===== src/core/pic_pkg.sv =====
// Package of constants and carrier types for the prioritized interrupt controller.
package pic_pkg;
  // Source count and vector layout.
  localparam int unsigned PIC_NUM_SRC = 28;
  localparam int unsigned PIC_LOW_SRC = 16;
  localparam int unsigned PIC_VEC_W = 5;
  localparam int unsigned PIC_CNT_W = 3;
  // Core vector address base.
  localparam logic [7:0] PIC_VEC_BASE = 8'h20;
  // Mask of vectors that exist; vectors 5, 10 and 24 have no source.
  localparam logic [27:0] PIC_SRC_PRESENT = 28'hefffbdf;
  // Decode window of PLL-clocked and crystal-clocked peripherals in Y space.
  localparam logic [15:0] PIC_PLL_LO = 16'hfc00;
  localparam logic [15:0] PIC_PLL_HI = 16'hfd3f;
  localparam logic [15:0] PIC_XTAL_LO = 16'hfe00;
  localparam logic [15:0] PIC_XTAL_HI = 16'hfedf;
  localparam logic [15:0] PIC_BLOCK_LO = 16'hfc00;
  localparam logic [15:0] PIC_BLOCK_HI = 16'hfc1f;
  // Register word addresses.
  localparam logic [15:0] PIC_ENA0_LO = 16'hfc00;
  localparam logic [15:0] PIC_ENA1_LO = 16'hfc01;
  localparam logic [15:0] PIC_ENA0_HI = 16'hfc02;
  localparam logic [15:0] PIC_ENA1_HI = 16'hfc03;
  localparam logic [15:0] PIC_ORIGIN0 = 16'hfc04;
  localparam logic [15:0] PIC_ORIGIN1 = 16'hfc05;
  localparam logic [15:0] PIC_VECTOR = 16'hfc06;
  localparam logic [15:0] PIC_ENCOUNT = 16'hfc07;
  localparam logic [15:0] PIC_GLOB_DIS = 16'hfc08;
  localparam logic [15:0] PIC_GLOB_ENA = 16'hfc09;
  // Reset values.
  localparam logic [15:0] PIC_RST_WORD = 16'h0000;
  localparam logic [2:0] PIC_RST_CNT = 3'h0;
  localparam logic [4:0] PIC_RST_VEC = 5'h00;

  // Priority levels from the enable bit pairs.
  typedef enum logic [1:0] {
    PIC_PRI_OFF,
    PIC_PRI_LOW,
    PIC_PRI_MED,
    PIC_PRI_HIGH
  } pic_pri_e;

  // Y-space register access from the core.
  typedef struct packed {
    logic rd;
    logic wr;
    logic [15:0] addr;
    logic [15:0] wdata;
  } pic_bus_s;

  // Vectored request to the core.
  typedef struct packed {
    logic strobe;
    logic [4:0] vector;
    logic [7:0] address;
  } pic_req_s;
endpackage


===== src/core/pic_ctrl.sv =====
// Prioritized interrupt controller between peripheral sources and the core.
// What this block does
// Registers decode in Y space peripheral ranges
// Accept sources, present maskable vectors to core
// Separate block; arbitrate, forward one request
// Three priority levels configured per source
// Global counter blocks all sources at once
// Sources 0-15 low register, 16-27 high
// Fixed vector; core address is 0x20 plus vector
// Software stub re-enables before return_from_interrupt; the bench writes the re-enable after the handler model raises done_out
// Enable bit pair gives off, low, medium, high
// Request sets flag; forward or write-one clears
// Forward only at zero counter; counter rules
// Vector register reads last forwarded vector
// Equal priority: highest vector number wins
// Five-bit vector with one-cycle request strobe
`timescale 1ns/1ns
`default_nettype none
module pic_ctrl #(
  parameter int unsigned NUM_SRC = pic_pkg::PIC_NUM_SRC
) (
  input wire logic clock_in,
  input wire logic rst_in,
  input wire logic [NUM_SRC-1:0] source_req_in,
  input wire pic_pkg::pic_bus_s bus_in,
  output logic [15:0] rdata_out,
  output logic hit_out,
  output pic_pkg::pic_req_s core_req_out,
  output logic [2:0] global_enable_counter_out
);
  import pic_pkg::*;

  // ****************************************************************
  // Register state
  // ****************************************************************
  logic [NUM_SRC-1:0] high_priority_enable_q;
  logic [NUM_SRC-1:0] low_priority_enable_q;
  logic [NUM_SRC-1:0] origin_q;
  logic [4:0] vector_q;
  logic [2:0] global_enable_counter_q;
  logic [2:0] global_enable_counter_d;
  logic strobe_q;
  logic [15:0] rdata_q;
  logic [NUM_SRC-1:0] src_live;
  logic [31:0] wide_wdata;

  // Only sources that have a vector slot are wired.
  assign src_live = source_req_in & PIC_SRC_PRESENT[NUM_SRC-1:0];
  assign wide_wdata = {bus_in.wdata, bus_in.wdata};

  // Word address decode helper, shared by reads and writes.
  function automatic logic addr_is(input logic [15:0] a, input logic [15:0] r);
    addr_is = (a == r);
  endfunction

  // Write strobes; only the controller slice of the PLL window answers.
  logic in_block;
  assign in_block = bus_in.addr >= PIC_BLOCK_LO && bus_in.addr <= PIC_BLOCK_HI;
  assign hit_out = in_block & (bus_in.rd | bus_in.wr);
  logic wr_ena0_lo, wr_ena1_lo, wr_ena0_hi, wr_ena1_hi, wr_org0, wr_org1, wr_dis, wr_ena;
  assign wr_ena0_lo = bus_in.wr & addr_is(bus_in.addr, PIC_ENA0_LO);
  assign wr_ena1_lo = bus_in.wr & addr_is(bus_in.addr, PIC_ENA1_LO);
  assign wr_ena0_hi = bus_in.wr & addr_is(bus_in.addr, PIC_ENA0_HI);
  assign wr_ena1_hi = bus_in.wr & addr_is(bus_in.addr, PIC_ENA1_HI);
  assign wr_org0 = bus_in.wr & addr_is(bus_in.addr, PIC_ORIGIN0);
  assign wr_org1 = bus_in.wr & addr_is(bus_in.addr, PIC_ORIGIN1);
  assign wr_dis = bus_in.wr & addr_is(bus_in.addr, PIC_GLOB_DIS);
  assign wr_ena = bus_in.wr & addr_is(bus_in.addr, PIC_GLOB_ENA);

  // ****************************************************************
  // Arbitration
  // ****************************************************************
  // Scan upward so later, higher-numbered winners overwrite lower ones at equal level.
  pic_pri_e best_pri;
  logic [4:0] best_vec;
  logic any_req;
  always_comb begin
    best_pri = PIC_PRI_OFF;
    best_vec = 5'h00;
    for (int i = 0; i < NUM_SRC; i++) begin
      if (origin_q[i] && pic_pri_e'({high_priority_enable_q[i], low_priority_enable_q[i]}) != PIC_PRI_OFF &&
          pic_pri_e'({high_priority_enable_q[i], low_priority_enable_q[i]}) >= best_pri) begin
        best_pri = pic_pri_e'({high_priority_enable_q[i], low_priority_enable_q[i]});
        best_vec = 5'(i);
      end
    end
    any_req = best_pri != PIC_PRI_OFF;
  end

  // A request leaves only while the counter is zero.
  logic fire;
  assign fire = any_req && global_enable_counter_q == 3'h0;

  // ****************************************************************
  // Enable bit pairs
  // ****************************************************************
  // Low word covers sources 0-15, high word covers 16 and up.
  always_ff @(posedge clock_in or posedge rst_in) begin
    if (rst_in) begin
      high_priority_enable_q <= '0;
      low_priority_enable_q <= '0;
    end else begin
      if (wr_ena0_lo) low_priority_enable_q[15:0] <= bus_in.wdata;
      if (wr_ena0_hi) high_priority_enable_q[15:0] <= bus_in.wdata;
      if (wr_ena1_lo) low_priority_enable_q[NUM_SRC-1:16] <= bus_in.wdata[NUM_SRC-17:0];
      if (wr_ena1_hi) high_priority_enable_q[NUM_SRC-1:16] <= bus_in.wdata[NUM_SRC-17:0];
    end
  end

  // ****************************************************************
  // Origin flags
  // ****************************************************************
  // A new request outranks both the write clear and the forward clear, so no event is lost.
  logic [NUM_SRC-1:0] clr_mask;
  always_comb begin
    clr_mask = '0;
    if (wr_org0) clr_mask[15:0] = bus_in.wdata;
    if (wr_org1) clr_mask[NUM_SRC-1:16] = wide_wdata[NUM_SRC-17:0];
    if (fire) clr_mask[best_vec] = 1'b1;
  end
  always_ff @(posedge clock_in or posedge rst_in) begin
    if (rst_in) begin
      origin_q <= '0;
    end else begin
      origin_q <= (origin_q & ~clr_mask) | src_live;
    end
  end

  // ****************************************************************
  // Global enable counter
  // ****************************************************************
  // A forward and a disable write in one cycle add two; the counter wraps at three bits.
  always_comb begin
    global_enable_counter_d = global_enable_counter_q + 3'(fire) + 3'(wr_dis);
    if (wr_ena && global_enable_counter_d != 3'h0) begin
      global_enable_counter_d = global_enable_counter_d - 3'h1;
    end
  end
  always_ff @(posedge clock_in or posedge rst_in) begin
    if (rst_in) begin
      global_enable_counter_q <= PIC_RST_CNT;
    end else begin
      global_enable_counter_q <= global_enable_counter_d;
    end
  end

  // ****************************************************************
  // Core request and vector register
  // ****************************************************************
  always_ff @(posedge clock_in or posedge rst_in) begin
    if (rst_in) begin
      strobe_q <= 1'b0;
      vector_q <= PIC_RST_VEC;
    end else begin
      strobe_q <= fire;
      if (fire) vector_q <= best_vec;
    end
  end
  assign core_req_out.strobe = strobe_q;
  assign core_req_out.vector = vector_q;
  assign core_req_out.address = PIC_VEC_BASE + {3'h0, vector_q};
  assign global_enable_counter_out = global_enable_counter_q;

  // ****************************************************************
  // Read data
  // ****************************************************************
  // Read data is registered, so it appears one cycle after the read strobe.
  always_ff @(posedge clock_in or posedge rst_in) begin
    if (rst_in) begin
      rdata_q <= PIC_RST_WORD;
    end else if (bus_in.rd) begin
      unique case (1'b1)
        addr_is(bus_in.addr, PIC_ENA0_LO): rdata_q <= low_priority_enable_q[15:0];
        addr_is(bus_in.addr, PIC_ENA0_HI): rdata_q <= high_priority_enable_q[15:0];
        addr_is(bus_in.addr, PIC_ENA1_LO): rdata_q <= 16'(low_priority_enable_q[NUM_SRC-1:16]);
        addr_is(bus_in.addr, PIC_ENA1_HI): rdata_q <= 16'(high_priority_enable_q[NUM_SRC-1:16]);
        addr_is(bus_in.addr, PIC_ORIGIN0): rdata_q <= origin_q[15:0];
        addr_is(bus_in.addr, PIC_ORIGIN1): rdata_q <= 16'(origin_q[NUM_SRC-1:16]);
        addr_is(bus_in.addr, PIC_VECTOR): rdata_q <= {11'h000, vector_q};
        addr_is(bus_in.addr, PIC_ENCOUNT): rdata_q <= {13'h0000, global_enable_counter_q};
        default: rdata_q <= PIC_RST_WORD;
      endcase
    end
  end
  assign rdata_out = rdata_q;
endmodule
`default_nettype wire


===== config.mk =====
export PLATFORM = sky130hd
export DESIGN_NAME = pic_ctrl
export DESIGN_NICKNAME = d
export VERILOG_FILES = /design/src/core/pic_pkg.sv /design/src/core/pic_ctrl.sv
export SDC_FILE = /design/constraint.sdc
export NUM_CORES = 1
export LEC_CHECK = 0
export BUFFER_PORTS_ARGS = -buffer_cell sky130_fd_sc_hd__buf_4
export CAP_MARGIN = 0
export CELL_PAD_IN_SITES_DETAIL_PLACEMENT = 2
export CELL_PAD_IN_SITES_GLOBAL_PLACEMENT = 2
export CORE_MARGIN = 2
export CORE_UTILIZATION = 36
export CTS_CLUSTER_DIAMETER = 200
export CTS_CLUSTER_SIZE = 40
export DETAILED_ROUTE_END_ITERATION = 10
export PLACE_DENSITY = 0.82
export SYNTH_ARGS = -nofsm -noshare
export SYNTH_HDL_FRONTEND = slang
export SYNTH_SLANG_ARGS = --single-unit

===== constraint.sdc =====
create_clock -name clock_in -period 45.2 [get_ports clock_in]
set_input_delay 6.78 -clock clock_in [delete_from_list [all_inputs] [get_ports clock_in]]
set_output_delay 6.78 -clock clock_in [all_outputs]
set_load 0.005 [all_outputs]

==> impl_metrics.env <==
export IMPL_num_antenna_cells=0
export IMPL_layout_nets=1087
export IMPL_worstPathRequired_ps=45460
export IMPL_hold_viol_final=0
export IMPL_path_clk_slew_ps=90
export IMPL_post_cts_resize_count=0
export IMPL_path_class="flip-flop to flip-flop"
export IMPL_port_buffers=91
export IMPL_start_util_pct=36.3
export IMPL_max_freq_mhz=25.7
export IMPL_ys_types=88
export IMPL_cts_hold_buf=0
export IMPL_worst_setup_path_start_kind="flip-flop"
export IMPL_worst_slew_pin_slew_ps=986
export IMPL_grt_pass1_vias=8635
export IMPL_drive_above_1_share_pct=19.9
export IMPL_min_path_type="flip-flop to flip-flop"
export IMPL_synth_top_area_share_pct=34.7
export IMPL_synth_top_cell_by_area="dfrtp_1"
export IMPL_synth_seq_area_share_pct=34.7
export IMPL_antenna_left=0
export IMPL_syn_to_final_growth_pct=15.9
export IMPL_drt_wl_total_mm=34.0
export IMPL_drtIter0Drc=491
export IMPL_cts_tree="yes"
export IMPL_htreeDepth=3
export IMPL_worstPathMaxFanout=10
export IMPL_grt_overflow_total=0
export IMPL_finalCriticalPeriod_ps=38920
export IMPL_crit_slowest_cell="o21ai_0"
export IMPL_slowest_delay_ps=590
export IMPL_fin_util_pct=42.1
export IMPL_powerDensity_nw_per_um2=22.6
export IMPL_die_w_um=152
export IMPL_synth_area_um2=7850
export IMPL_clockBufferDepth=2
export IMPL_grt_pass1_wl_mm=52.3
export IMPL_cts_sinks=109
export IMPL_fin_setup_tns_ps=0
export IMPL_fp_coreArea_um2=21600
export IMPL_async_flop_share_pct=100
export IMPL_worstSetupEndpointType="flip-flop"
export IMPL_synth_area_top_cells="dfrtp_1 35%, nand2_1 6.9%, ha_1 5.1%"
export IMPL_peakVddDrop_v=0.0000171
export IMPL_rows=54
export IMPL_dr_pass1_iters=5
export IMPL_die_area_um2=23000
export IMPL_numCtsBuffers=9
export IMPL_status="complete, no violations"
export IMPL_vias=8002
export IMPL_setup_viol=0
export IMPL_cpMostUsedCell="ha_1"
export IMPL_antenna_found_initial=0
export IMPL_avgViaCountPerCell=6.28
export IMPL_route_detailed_drc=0
export IMPL_maxCapViolCount=0
export IMPL_postCtsSetupRepairBufs=0
export IMPL_die_y_um=152
export IMPL_synth_top_flop_cell="dfrtp_1"
export IMPL_synth_area_per_cell_um2=8.54
export IMPL_synth_edf_count=0
export IMPL_post_drt_wl_per_cell_um=26.7
export IMPL_grt_max_degree=71
export IMPL_num_io_pins=98
export IMPL_grtUsageTotal_pct=30.8
export IMPL_maxSlewViolCount=0
export IMPL_arrival_ps=39180
export IMPL_rsz0062_at_grt="false"
export IMPL_power_uw=205
export IMPL_maxSlewHeadroom_pct=34.1
export IMPL_clkLatencyLatePin_ps=380
export IMPL_yosys_warnings=0
export IMPL_gp_congestion=0.895
export IMPL_dp_hpwl_mm=25.9
export IMPL_cts_root_buf="clkbuf_16"
export IMPL_fin_crit_sh_pct=86.1
export IMPL_synth_seq_cells=109
export IMPL_finalClockSkew_ps=16.7
export IMPL_postSynthCellCount=919
export IMPL_p_leak_uw=0.00389
[path summary, 6_finish.rpt]
check	start	endpoint	slack, ps	cells after the start
hold reg to reg	rdata_out[0]$_DFFE_PP0P_	rdata_out[0]$_DFFE_PP0P_	520	2
setup reg to reg	origin_q[0]$_DFF_PP0_	global_enable_counter_out[0]$_DFF_PP0_	6280	178
hold / removal	rdata_out[0]$_DFFE_PP0P_	rdata_out[0]$_DFFE_PP0P_	520	2
min in group asynchronous	rst_in	rdata_out[7]$_DFFE_PP0P_	6450	2
setup / recovery	origin_q[0]$_DFF_PP0_	global_enable_counter_out[0]$_DFF_PP0_	6280	178
max in group asynchronous	rst_in	rdata_out[11]$_DFFE_PP0P_	37380	3
[cell usage after synthesis (10+ instances only)]
cell type,count
a21oi_1,35
a222oi_1,17
a22oi_1,10
a31o_2,16
a31oi_1,16
and2_1,12
and3_1,14
buf_4,10
clkbuf_1,25
dfrtp_1,109
ha_1,32
inv_1,44
mux2_2,31
mux2i_1,13
nand2_1,144
nand2b_1,31
nand3_1,35
nand4_1,10
nor2_1,59
nor3_1,17
o211ai_1,11
o21ai_0,59
[area by class of cell]
cell class / count / area, um2
sequential: 109 / 2730
clock inverter: 7 / 91.3
tap: 280 / 350
clock buffer: 9 / 225
timing repair buffer: 105 / 788
inverter: 44 / 168
fill: 2436 / 12500
multi-input combinational: 721 / 4750
[report_power, final]
part           total [uW]  switching [uW]  internal [uW]
clock                88.5            43.9           44.5
combinational        17.4            10.4           7.04
sequential           99.4           0.932           98.5
total                 205            55.2            150
[metal layers]
layer | global-route usage (%) | routed length, um | vias up
met3 | 5.84 | 2160 | 98
met1 | 37.2 | 13600 | 4077
li1 | - | - | 3540
met2 | 53.2 | 16600 | 287
met4 | 13.9 | 1640 | 0
met5 | 0 | 0 | -
[state kept, by name, indices dropped and copies added, names as in the netlist]
register                   cells
strobe_q                       1
origin_q                      28
vector_q                       5
global_enable_counter_out      3
rdata_out                     16
low_priority_enable_q         28
high_priority_enable_q        28
[worst max-delay path, delay by kind of cell (launching register included)]
kind                       cells  cell delay, ps
muxes                          2             650
and+or+nand+nor               73           13080
adders and majority gates     32            8680
buffers and inverters          7             550
DFF                            1             440
AOI/OAI and AO/OA             63           15130
xor gates and xnor gates       1             200
[placed cells by master, fill, tap and decap left out, types with 16 or more instances in the layout]
cell / n
nand2b_1: 31
inv_1: 43
nor3_1: 17
nand2_1: 144
a31oi_1: 16
a21oi_1: 35
buf_4: 105
a31o_2: 16
a222oi_1: 17
nand3_1: 35
o21ai_0: 59
mux2_2: 31
dfrtp_1: 109
ha_1: 32
nor2_1: 57
[cell families after synthesis]
| family | Yosys count | synth area share [%] |
|---|---|---|
| other cells | 2 | 0.0957 |
| xor+xnor | 2 | 0.223 |
| flops | 109 | 34.7 |
| compound gates | 257 | 23.5 |
| fa+ha+maj | 35 | 5.61 |
| buf+inv | 90 | 5.00 |
| mux | 51 | 7.73 |
| simple gates | 373 | 23.1 |
[through the flow]
step | cell area, um2 | setup WS [ps] | hold slack, ps | instances
2_1_floorplan | 7860 | 12650 | 495 | 920
3_3_place_gp | 8780 | 8350 | 495 | 1259
3_5_place_dp | 8780 | 6840 | 507 | 1259
4_1_cts | 9100 | 6480 | 528 | 1275
5_1_grt | 9100 | 3500 | 567 | 1275
6_report | 9100 | 6280 | 521 | 1275
No activity file was read; power rests on OpenSTA's default activity.
